<file path="src/verilog/psfc_defines.vh">
`ifndef PSFC_DEFINES_VH
`define PSFC_DEFINES_VH

// Internal SFR space
`define PSFC_SFR_BASE        8'h80
`define PSFC_FLASH_CTRL_ADDR 8'hb2
// External data space
`define PSFC_XSFR_BASE       16'hfc00
`define PSFC_BURN_PULSE_ADDR 16'hffd1
`define PSFC_BURN_ARM_ADDR   16'hffd2
`define PSFC_SEC_STATE_ADDR  16'hffd7

// Flash control fields
`define PSFC_FC_PWE_BIT      0
`define PSFC_FC_MEEN_BIT     1
`define PSFC_FC_PROT_BIT     6
// Security state fields
`define PSFC_SS_FPE_BIT      7
`define PSFC_SS_STRAP_BIT    5
`define PSFC_SS_LOCK1_BIT    1
`define PSFC_SS_LOCK0_BIT    0

// Burn sequence codes
`define PSFC_CODE_SETUP      8'h54
`define PSFC_CODE_SEL_MODE0  8'h81
`define PSFC_CODE_SEL_MODE1  8'h82
`define PSFC_CODE_BURN       8'ha6
`define PSFC_CODE_END        8'h00

`define PSFC_RESET_BYTE      8'h00

// Burn interval
`define PSFC_BURN_TIME_US    500
`define PSFC_CLK_MHZ         10
`define PSFC_BURN_CYCLES     (`PSFC_BURN_TIME_US * `PSFC_CLK_MHZ)

`endif

</file>
<file path="src/verilog/psfc_sync2.v">
`timescale 1ns/10ps
module psfc_sync2 (
    clk,
    resetn,
    asyncIn,
    syncOut
);
    input  wire clk;
    input  wire resetn;
    input  wire asyncIn;
    output reg  syncOut;

    reg stage1;

    always @(posedge clk) begin
        if (!resetn) begin
            stage1  <= 1'b0;
            syncOut <= 1'b0;
        end else begin
            stage1  <= asyncIn;
            syncOut <= stage1;
        end
    end
endmodule // psfc_sync2

</file>
<file path="src/verilog/psfc_fuse_control.v">
`timescale 1ns/10ps
`include "psfc_defines.vh"

// What this block does
// - Flash control bit 0 steers move-through-pointer writes into flash.
// - Program write enable clears itself after each flash byte written.
// - Writes to program write enable are ignored while interrupts are enabled.
// - Bit 1 is write-only mass erase enable, rewritten per erase.
// - Bit 6 code protect: reset clears, set only, blocks external reads.
// - Setup value 0x54 at 0xffd1 prepares fuse control; others reserved.
// - Burn value 0xa6 at 0xffd2 burns; any other value stops burning.
// - Security bit 7 write-only enables permanent fuse programming.
// - Security bit 5 reads the synchronised strap pin level.
// - Extended registers decode at the top of external data space.
// - Unimplemented addresses read as 0x00, writes have no effect.
// - Code protect activates mode 0 only with the mode 0 fuse blown.
// - Mode 0 restricts the debug port to bulk erase only.
// - Mode 1 fuse blown disables the debug port permanently.
module psfc_fuse_control #(
    parameter BURN_CYCLES = `PSFC_BURN_CYCLES
) (
    clk,
    resetn,
    sfrAddr,
    sfrWrite,
    sfrRead,
    sfrWdata,
    sfrRdata,
    xAddr,
    xWrite,
    xRead,
    xWdata,
    xRdata,
    intEnabled,
    flashByteDone,
    massEraseDone,
    strapPin,
    fuseMode0In,
    fuseMode1In,
    program_write_en,
    mass_erase_en,
    code_protect,
    extReadBlock,
    debugBulkOnly,
    debugDisabled,
    burnCurrentMode0,
    burnCurrentMode1,
    burnTimeUp
);
    input  wire        clk;
    input  wire        resetn;
    input  wire [7:0]  sfrAddr;
    input  wire        sfrWrite;
    input  wire        sfrRead;
    input  wire [7:0]  sfrWdata;
    output reg  [7:0]  sfrRdata;
    input  wire [15:0] xAddr;
    input  wire        xWrite;
    input  wire        xRead;
    input  wire [7:0]  xWdata;
    output reg  [7:0]  xRdata;
    input  wire        intEnabled;
    input  wire        flashByteDone;
    input  wire        massEraseDone;
    input  wire        strapPin;
    input  wire        fuseMode0In;
    input  wire        fuseMode1In;
    output reg         program_write_en;
    output reg         mass_erase_en;
    output reg         code_protect;
    output reg         extReadBlock;
    output reg         debugBulkOnly;
    output reg         debugDisabled;
    output reg         burnCurrentMode0;
    output reg         burnCurrentMode1;
    output reg         burnTimeUp;

    reg  [7:0]  burn_pulse_reg;
    reg  [7:0]  burn_arm_reg;
    reg         fuse_program_en;
    reg  [7:0]  burnSelect;
    reg  [15:0] burnCount;
    wire        strap_level;
    wire        lock_fuse_mode0;
    wire        lock_fuse_mode1;

    // Pins from outside the clock domain are synchronised first
    psfc_sync2 uStrap (
        .clk     (clk),
        .resetn  (resetn),
        .asyncIn (strapPin),
        .syncOut (strap_level)
    );
    psfc_sync2 uFuse0 (
        .clk     (clk),
        .resetn  (resetn),
        .asyncIn (fuseMode0In),
        .syncOut (lock_fuse_mode0)
    );
    psfc_sync2 uFuse1 (
        .clk     (clk),
        .resetn  (resetn),
        .asyncIn (fuseMode1In),
        .syncOut (lock_fuse_mode1)
    );

    // Extended space sits above 0xfc00; only three locations decode
    function xHit;
        input [15:0] addr;
        input [15:0] target;
        begin
            xHit = (addr >= `PSFC_XSFR_BASE) && (addr == target);
        end
    endfunction

    // Register roles of the codes are not trusted, so a code counts in either register
    function eitherHolds;
        input [7:0] regA;
        input [7:0] regB;
        input [7:0] code;
        begin
            eitherHolds = (regA == code) || (regB == code);
        end
    endfunction

    function isSelect;
        input [7:0] value;
        begin
            isSelect = (value == `PSFC_CODE_SEL_MODE0) || (value == `PSFC_CODE_SEL_MODE1);
        end
    endfunction

    wire fcWrite = sfrWrite && (sfrAddr == `PSFC_FLASH_CTRL_ADDR);
    wire pulseWr = xWrite && xHit(xAddr, `PSFC_BURN_PULSE_ADDR);
    wire armWr   = xWrite && xHit(xAddr, `PSFC_BURN_ARM_ADDR);
    wire secWr   = xWrite && xHit(xAddr, `PSFC_SEC_STATE_ADDR);
    wire secRd   = xRead && xHit(xAddr, `PSFC_SEC_STATE_ADDR);

    // Burn needs enable, setup code, burn code and a fuse chosen
    wire armed   = fuse_program_en && eitherHolds(burn_pulse_reg, burn_arm_reg, `PSFC_CODE_SETUP);
    wire burning = armed && eitherHolds(burn_pulse_reg, burn_arm_reg, `PSFC_CODE_BURN);
    wire next_burn0 = burning && (burnSelect == `PSFC_CODE_SEL_MODE0);
    wire next_burn1 = burning && (burnSelect == `PSFC_CODE_SEL_MODE1) && strap_level;

    always @(posedge clk) begin
        if (!resetn) begin
            program_write_en <= 1'b0;
            mass_erase_en    <= 1'b0;
            code_protect     <= 1'b0;
        end else begin
            // Byte completion wins over a simultaneous write
            if (flashByteDone)
                program_write_en <= 1'b0;
            else if (fcWrite && !intEnabled)
                program_write_en <= sfrWdata[`PSFC_FC_PWE_BIT];
            if (fcWrite)
                mass_erase_en <= sfrWdata[`PSFC_FC_MEEN_BIT];
            else if (massEraseDone)
                mass_erase_en <= 1'b0;
            if (fcWrite && sfrWdata[`PSFC_FC_PROT_BIT])
                code_protect <= 1'b1;
        end
    end

    always @(posedge clk) begin
        if (!resetn) begin
            burn_pulse_reg  <= `PSFC_RESET_BYTE;
            burn_arm_reg    <= `PSFC_RESET_BYTE;
            fuse_program_en <= 1'b0;
            burnSelect      <= `PSFC_RESET_BYTE;
        end else begin
            if (pulseWr)
                burn_pulse_reg <= xWdata;
            if (armWr)
                burn_arm_reg <= xWdata;
            // Remember the last selection code whichever register got it
            if ((pulseWr || armWr) && isSelect(xWdata))
                burnSelect <= xWdata;
            else if ((pulseWr || armWr) && xWdata == `PSFC_CODE_END)
                burnSelect <= `PSFC_RESET_BYTE;
            if (secWr)
                fuse_program_en <= xWdata[`PSFC_SS_FPE_BIT];
        end
    end

    always @(posedge clk) begin
        if (!resetn) begin
            burnCurrentMode0 <= 1'b0;
            burnCurrentMode1 <= 1'b0;
            burnCount        <= 16'h0000;
            burnTimeUp       <= 1'b0;
            extReadBlock     <= 1'b0;
            debugBulkOnly    <= 1'b0;
            debugDisabled    <= 1'b0;
            sfrRdata         <= 8'h00;
            xRdata           <= 8'h00;
        end else begin
            // Current drops one cycle after either register changes away
            burnCurrentMode0 <= next_burn0;
            burnCurrentMode1 <= next_burn1;
            if (!(next_burn0 || next_burn1))
                burnCount <= 16'h0000;
            else if (burnCount != BURN_CYCLES[15:0])
                burnCount <= burnCount + 16'h0001;
            burnTimeUp    <= (next_burn0 || next_burn1) && (burnCount == BURN_CYCLES[15:0]);
            extReadBlock  <= code_protect;
            debugBulkOnly <= code_protect && lock_fuse_mode0;
            // Sticky: once seen blown, only reset could clear, and the fuse stays blown
            debugDisabled <= debugDisabled || lock_fuse_mode1;
            if (sfrRead && sfrAddr == `PSFC_FLASH_CTRL_ADDR)
                sfrRdata <= {1'b0, code_protect, 5'b00000, program_write_en};
            else if (sfrRead)
                sfrRdata <= 8'h00;
            if (secRd)
                xRdata <= {2'b00, strap_level, 3'b000, lock_fuse_mode1, lock_fuse_mode0};
            else if (xRead)
                xRdata <= 8'h00;
        end
    end
endmodule // psfc_fuse_control

</file>
<file path="config.mk">
export PLATFORM = sky130hd
export DESIGN_NAME = psfc_fuse_control
export DESIGN_NICKNAME = d
export VERILOG_FILES = /design/src/verilog/psfc_sync2.v /design/src/verilog/psfc_fuse_control.v
export VERILOG_INCLUDE_DIRS = /design/src /design/src/verilog
export SDC_FILE = /design/constraint.sdc
export NUM_CORES = 1
export LEC_CHECK = 0
export ABC_AREA = 0
export ABC_CLOCK_PERIOD_IN_PS = 1600
export BUFFER_PORTS_ARGS = -buffer_cell sky130_fd_sc_hd__buf_2
export CORE_MARGIN = 10
export CORE_UTILIZATION = 47
export CTS_CLUSTER_DIAMETER = 30
export DETAILED_ROUTE_END_ITERATION = 16
export MAX_ROUTING_LAYER = met4
export PLACE_DENSITY = 0.84
export SLEW_MARGIN = 40
export SYNTH_ARGS = -nofsm -noshare
export SYNTH_HDL_FRONTEND = slang
export SYNTH_SLANG_ARGS = --single-unit
</file>
<file path="constraint.sdc">
create_clock -name clk -period 1.6 [get_ports clk]
set_input_delay 0.16 -clock clk [delete_from_list [all_inputs] [get_ports clk]]
set_output_delay 0.16 -clock clk [all_outputs]
set_load 0.05 [all_outputs]
</file>
After elaboration in Yosys (flattened, before gate mapping)
Cells that the tools add are included.
- equal/unequal tests: 14
- $add $sub $neg: 1
- bitwise gates (word level): 1
- multiplexer cells: 8
- reduce and logical (&&, ||, !) cells: 34
- magnitude comparators: 1
- operators by type and width (cell ; count):
    8-bit equality test (second input constant) ; 7
    16-bit equality test (second input constant) ; 3
    1-bit logical AND ; 20
    16-bit by 1-bit adder with 16-bit output (second input constant) ; 1
    16-bit by 13-bit equality test with 1-bit output (second input constant) ; 1
    8-bit by 7-bit equality test with 1-bit output (second input constant) ; 2
    16-bit >= comparator (second input constant) ; 1
    8-bit 2-to-1 mux ; 2
    16-bit by 13-bit inequality test with 1-bit output (second input constant) ; 1
    7-bit 2-to-1 mux ; 2
    6-bit 2-to-1 mux ; 2
    8-bit logical NOT ; 1
    2-bit nonzero test ; 4
    1-bit logical OR ; 6
    1-bit 2-to-1 mux ; 2
    2-bit AND reduction ; 1
    2-bit OR reduction ; 1
    1-bit logical NOT ; 1
    1-bit inverter ; 1
- word-level logic and storage cells: 81
- flip-flop bits (word level): 61
- input port bits: 52

Depth between registers and ports, before layout
Gate-level depths: netlist of run 1.
- depth after elaboration: 8
- depth in mapped cells: 6
- mapped depth without buffers: 6

Hierarchy
A second synthesis of run 1 with hierarchy kept.
- cells, all modules: 312
- area total of the unflattened synthesis: 2797.7 µm²
- by module, submodules not included (module ; instances ; cells an instance ; area each (µm²) ; sequential area each (µm²)):
    psfc_fuse_control ; 1 ; 300 ; 2640.0 ; 1101.1
    psfc_sync2 ; 3 ; 4 ; 52.6 ; 40.0

Least setup slack after synthesis of run 1
Ideal clock, no wire load.
- path kind: register to register
- start: register burnSelect[4]
- end: register burnCount[14]
- setup time: 0.079 ns
- arrival: 1.448 ns
- slack: 0.072 ns
- stages on the path, launching flop included: 6
- buffers on the path: 1
- cells stage by stage: dfxtp_1 -> or4b_4 -> nor4_4 -> o21ai_2 -> buf_6 -> a211oi_2
- word-level cells in the longest chain between the ends: 5
- ends and longest elaborated chain (item ; line ; text):
    start: declaration ; psfc_fuse_control.v:81 ; reg [7:0] burnSelect;
    start signal: assignment ; psfc_fuse_control.v:170 ; burnSelect <= `PSFC_RESET_BYTE;
    start signal: assignment ; psfc_fuse_control.v:178 ; burnSelect <= xWdata;
    start signal: assignment ; psfc_fuse_control.v:180 ; burnSelect <= `PSFC_RESET_BYTE;
    8-bit equality test (no source line) ; - ;
    1-bit logical AND (2 in series) ; psfc_fuse_control.v:143 ; wire next_burn1 = burning && (burnSelect == `PSFC_CODE_SEL_MODE1) && strap_level;
    1-bit logical OR (*) ; psfc_fuse_control.v:201 ; if (!(next_burn0 || next_burn1))
    2-bit AND reduction (no source line) (*) ; - ;
    end signal: assignment ; psfc_fuse_control.v:204 ; burnCount <= burnCount + 16'h0001;
    end: declaration ; psfc_fuse_control.v:82 ; reg [15:0] burnCount;
Every way passes the cells marked *; elsewhere a longest branch is shown, timed or not.
A chain may end at the register's enable or synchronous reset.

Worst setup path in the final report of run 1
- start: register burnSelect[4]
- end: register burnCurrentMode0
- word-level cells in the longest chain between the ends: 2
- ends and longest elaborated chain (item ; line ; text):
    8-bit equality test (no source line) ; - ;
    1-bit logical AND ; psfc_fuse_control.v:142 ; wire next_burn0 = burning && (burnSelect == `PSFC_CODE_SEL_MODE0);
    end signal: assignment ; psfc_fuse_control.v:199 ; burnCurrentMode0 <= next_burn0;
    end: declaration ; psfc_fuse_control.v:74 ; output reg burnCurrentMode0;
No other way between the ends.

==> reports/results.ini, run 1 <==
[outcome]
status = finished with violations
failed_checks = setup timing

[placement]
dp_hpwl_um = 5120
dp.cells = 450
gp_congestion = 0.786
io_buffers = 60

[worst_setup_path]
crit_path_start_kind = flip-flop
crit_family = simple AND/OR/NAND/NOR gates
slowest_stage = or4b_4
worstSetupPathType = reg -> reg
worst-path-buf-inv = 1
crit_chain = or4b_4 -> nor4_4 -> buf_4 -> o221ai_4 -> nor3b_2
worstSetupEndpoint = burnCurrentMode0$_SDFF_PN0_
ff2ff_path_depth = 5
critPathRequiredTime_ns = 1.87
worstPathMaxFanout = 6
cp-end-kind = flip-flop
crit_start = burnSelect[4]$_SDFFE_PN0P_
arrival_ns = 1.93
cp_num_cells = 5
r2r-start = burnSelect[4]$_SDFFE_PN0P_
rr_endpoint = burnCurrentMode0$_SDFF_PN0_
cpPeakStageDelay_ns = 0.54
r2r_slack_ns = -0.06

[drt]
viasPerCell = 5.49
wl_met3_um = 454
drtPass1Iterations = 4
drt_iter0_markers = 176
wl_met2_um = 3350
m1WireLength_um = 3100
drc_errors = 0
ant_nets = 0
wl_um = 6980
top_layer_used = met4
wl_per_cell_um = 14.9
vias = 2574

[sta]
skew_ns = 0.0132
period_minus_slack_ns = 1.66
setup_viol = 8
rsz0062_at_grt = true
fmax_mhz = 604
finalHoldViolCount = 0
slew_violations = 0
worst_slack_ns = -0.0555
min_period_over_period_pct = 103

[clocking]
cts_sinks = 61
cts_tree = built
numCtsBuffers = 9
clock_latency_ns = 0.35
cts.clk_slew.worst_paths_ns = 0.08
cts_buffer_depth = 2
htreeDepth = 3
cts_root_buffer = clkbuf_8

[yosys]
syn_avg_cell_area_sq_um = 9.34
synth_area_sq_um = 2910
async_flop_share_pct = 0
ys.flop_type = dfxtp_1
ys_seq_area_share_pct = 42.0
synth_edf_count = 0
ys_types = 55
ys_seq_elements = 61
synthCells = 311
yosysWarnings = 0

[floorplanning]
dieHeight_um = 98.6
die_w_um = 98.6
ios = 77
rows = 28
start_util_pct = 48.8
die-area_sq_um = 9730
coreArea_sq_um = 5960

[hold_path]
holdCritPathClass = in -> reg
min-delay-start = fuseMode0In

[layout]
antenna_cells = 0
fin_util_pct = 61.2
largest_reg_flops = 16
area_growth_pct = 25.5
top_register = burnCount
stdcell_count = 469
nets = 443
drive_above_1_share_pct = 34.5
fillerInstances = 477

[pwr]
cellPowerDensity_nw_per_um2 = 824
p_leak_nw = 1.38
ir_worst_vdd_uv = 704

[global_route]
grt_pass1_wl_um = 11900
grt_max_degree = 28
grt_overflow_total = 0
grt_use_total_pct = 14.8
antenna_found_initial = 0
grt_pass1_vias = 2650

[flow_run]
cap_violations = 0

-- synth_stat cells, drive strengths merged (3+ instances only) --
master | number | area share (%)
o31a | 3 | 0.95
nor4b | 4 | 1.4
a21oi | 23 | 4.0
nand3 | 12 | 2.1
nand4 | 27 | 5.8
nand3b | 4 | 1.0
xor2 | 12 | 3.6
clkbuf | 12 | 1.6
o21ai | 22 | 3.9
a211oi | 5 | 1.5
nand2 | 7 | 0.90
and3 | 6 | 1.3
nor3b | 3 | 0.78
nor2 | 4 | 0.52
nor4 | 5 | 2.5
or3 | 4 | 0.86
buf | 17 | 4.3
inv | 10 | 1.3
and2 | 13 | 2.8
nand2b | 11 | 2.4
nor3 | 16 | 4.5
nor2b | 3 | 0.65
dfxtp | 61 | 42
-- through the flow --
stage | hold WS, ns | power [mW] | setup slack (ns) | TNS, ns | area, sq um
2_1_floorplan | 0.238 | 1.72 | 0.0724 | 0 | 2940
3_3_place_gp | 0.323 | 1.78 | 0.00816 | 0 | 3370
3_5_place_dp | 0.330 | 1.79 | -0.0775 | -0.489 | 3370
4_1_cts | 0.00409 | 3.03 | -0.0423 | -0.208 | 3610
5_1_grt | 0.0172 | 3.13 | -0.137 | -1.52 | 3650
6_report | 0.0198 | 3.01 | -0.0555 | -0.159 | 3650
-- logic make-up (layout without fill, tap and decap cells) --
family	Yosys count	in the layout	share of synthesized area (%)
and+or+nand+nor	129	129	31.1
AOI/OAI and AO/OA	63	63	13.8
DFF	61	61	42.0
buffers and inverters	39	112	7.15
xor gates and xnor gates	13	13	3.92
muxes	3	3	1.08
adders and majority gates	2	2	0.861
other	1	11	0.129
-- power breakdown --
part,switching [mW],total (mW),internal [mW]
Sequential,0.00327,1.53,1.53
Clock,0.667,1.25,0.578
Combinational,0.153,0.232,0.0788
Total,0.824,3.01,2.18
-- routing by layer --
layer	vias to the layer above	track usage, %
met4	0	3.86
met5	-	-
li1	1271	-
met3	7	6.70
met1	1214	16.7
met2	82	23.2
-- worst reg2reg max path, cell delays in order (launching register included) --
cell      delay, ns
dfxtp_2        0.32
or4b_4         0.54
nor4_4         0.21
buf_4          0.18
o221ai_4       0.15
nor3b_2        0.20
-- timing repair --
| action | 4_1_cts | 5_1_grt |
|---|---|---|
| hold buffers | 2 | 1 |
| buffers inserted | 0 | 0 |
| pin swaps | 5 | 0 |
| cloned | 0 | 0 |
| hold endpoints to repair | 2 | 1 |
| gates resized for setup | 7 | 5 |
| endpoints found under the setup margin | 12 | 19 |
-- layout make-up --
class	count	area [sq um]	area share [%]
Multi-Input combinational cell	221	1580	43.4
Clock buffer	9	124	3.40
Sequential cell	61	1220	33.5
Clock inverter	7	58.8	1.61
Timing Repair Buffer	86	528	14.5
Inverter	10	37.5	1.03
Tap cell	75	93.8	2.57
-- how the worst min path moves through the flow --
stage,end,cells past startpoint
CTS,uFuse1.stage1$_SDFF_PN0_,2
floorplan,program_write_en$_SDFFE_PP0P_,1
global route,uFuse0.stage1$_SDFF_PN0_,2
global placement,program_write_en$_SDFFE_PP0P_,2
finish,uFuse0.stage1$_SDFF_PN0_,2
detailed placement,program_write_en$_SDFFE_PP0P_,2
-- layout by cell type, fill, tap and decap left out, types with 3 or more instances in the layout --
cell / netlist / layout
dfxtp_1: 61 / 60
buf_2: 4 / 60
nand4_1: 27 / 27
a21oi_1: 23 / 23
o21ai_0: 21 / 21
buf_4: 11 / 21
nor3_2: 10 / 14
and2_1: 13 / 13
xor2_1: 12 / 12
nand3_1: 12 / 12
nand2b_1: 11 / 11
conb_1: 1 / 11
inv_1: 9 / 9
clkbuf_8: 0 / 9
nand2_1: 7 / 7
and3_1: 6 / 6
nand3b_1: 4 / 4
nor2_1: 4 / 4
or3_1: 4 / 4
a211oi_2: 1 / 4
nor2b_1: 3 / 3
nor4_2: 2 / 3
nor4b_1: 3 / 3
clkinv_4: 0 / 3
dlygate4sd3_1: 0 / 3
No activity file was read; power rests on OpenSTA's default activity.
==> inputs of run 2 (changes only) <==
Settings changed: CORE_MARGIN 10 to 5.
==> run 2 against run 1 <==
  * The flow now finishes without violations
  * Utilization down 0.74 points
  * Critical path depth unchanged
  * Design area down 1.2%
  * Hold slack better by 0.0012 ns
  * Sequential power about the same
  * Maximum frequency up 3.5%
  * Critical endpoint is now burnTimeUp$_SDFF_PN0_
==> reports/results.ini, run 2 (synthesized netlist as in run 1, its figures left out) <==
[clocking]
htreeDepth = 3
clock_latency_ns = 0.34
cts_tree = built
cts.clk_slew.worst_paths_ns = 0.07
postCtsSetupRepairBufs = 0
numCtsBuffers = 9
cts_sinks = 61
cts_root_buffer = clkbuf_8
cts_buffer_depth = 2

[drt]
drc_errors = 0
viasPerCell = 5.52
vias = 2569
ant_nets = 0
wl_per_cell_um = 14.4
drtPass1Iterations = 4
wl_um = 6710
drt_iter0_markers = 128

[sta]
finalHoldViolCount = 0
setup_viol = 0
rsz0062_at_grt = true
slew_violations = 0
period_minus_slack_ns = 1.60
min_period_over_period_pct = 99.9
skew_ns = 0.00876
fmax_mhz = 625
worst_slack_ns = 0.00104

[placement]
place_ws_ns = -0.0571
dp_hpwl_um = 4850
dp.cells = 448
placed_cell_area_sq_um = 3360
gp_congestion = 0.816
io_buffers = 60

[layout]
finalInstanceArea_sq_um = 3600
fin_util_pct = 60.5
most-common-layout-cells = dfxtp_1 (60), buf_2 (60), nand4_1 (27)
area_growth_pct = 24.0
top_register = burnCount
largest_reg_flops = 16
antenna_cells = 0
stdcell_count = 465
nets = 439
drive_above_1_share_pct = 34.4

[floorplanning]
ios = 77
start_util_pct = 48.8
dieHeight_um = 88.6
coreArea_sq_um = 5960
die-area_sq_um = 7850
die_w_um = 88.6
rows = 28

[global_route]
grt_pass1_wl_um = 11400
grt_overflow_total = 0
grt_max_degree = 28
antenna_found_initial = 0
grt_pass1_vias = 2617
grt_use_total_pct = 18.9

[worst_setup_path]
cp-end-kind = flip-flop
crit_start = burnSelect[4]$_SDFFE_PN0P_
r2r-start = burnSelect[4]$_SDFFE_PN0P_
worstSetupPathType = reg -> reg
crit_path_start_kind = flip-flop
critPathRequiredTime_ns = 1.86
arrival_ns = 1.86
worstPathMaxFanout = 6

[pwr]
p_int_mw = 2.16
cellPowerDensity_nw_per_um2 = 818
pwr-share-clk_pct = 40.3
p_leak_nw = 1.38
power_frac_comb_pct = 7.8
switchingPower_mw = 0.784
ir_worst_vdd_uv = 697
seq_power_share_pct = 51.9
sw_frac_of_total_pct = 26.6

[hold_path]
holdCritPathClass = in -> reg
min-delay-start = fuseMode0In

[flow_run]
cap_violations = 0

[outcome]
status = completed

==> run 2: layer usage <==
metal | track usage (%) | vias to the layer above | wire length (um)
met4 | 4.81 | 0 | 70
met1 | 20.6 | 1210 | 2810
li1 | - | 1262 | -
met2 | 32.9 | 88 | 3390
met3 | 6.42 | 9 | 435
met5 | - | - | 0
==> run 2: area by class of cell <==
type / instances / area, sq um
clock inverter: 7 / 52.6
clock buffer: 9 / 124
inverter: 10 / 37.5
tap: 75 / 93.8
fill: 532 / 2350
multi-input combinational: 221 / 1580
sequential: 61 / 1220
timing repair buffer: 82 / 493
==> run 2: critical path, stage by stage, from the launching register on <==
cell,delay [ns]
dfxtp_1,0.31
or4b_4,0.54
nor4_4,0.19
buf_4,0.17
o221ai_4,0.13
nor3_1,0.18
==> run 2: power by group through the flow <==
stage / Clock [mW] / Sequential [mW] / Combinational (mW)
finish: 1.19 / 1.53 / 0.229
global route: 1.29 / 1.53 / 0.248
CTS: 1.21 / 1.53 / 0.226
global placement: 0 / 1.56 / 0.219
detailed placement: 0 / 1.56 / 0.224
floorplan: 0 / 1.57 / 0.150
==> run 2: per-stage QoR <==
step	setup TNS [ns]	hold WS (ns)	total power, mW
4_1_cts	-0.0506	0.0112	2.97
3_5_place_dp	-0.318	0.326	1.79
5_1_grt	-0.492	0.0140	3.07
3_3_place_gp	0	0.324	1.78
2_1_floorplan	0	0.238	1.72
6_report	0	0.0210	2.95
==> run 2: final timing paths <==
path | endpoint | slack (ns) | depth (start not counted)
max | burnTimeUp$_SDFF_PN0_ | 0.001 | 5
max reg2reg | burnTimeUp$_SDFF_PN0_ | 0.001 | 5
min | uFuse0.stage1$_SDFF_PN0_ | 0.02 | 2
min reg2reg | uStrap.syncOut$_SDFF_PN0_ | 0.44 | 1
==> run 2: repair_timing <==
action,in CTS,in global routing
setup endpoints to repair,7,18
hold endpoints to repair,1,0
hold buffers,1,0
resized for setup,6,7
pin swaps,4,1
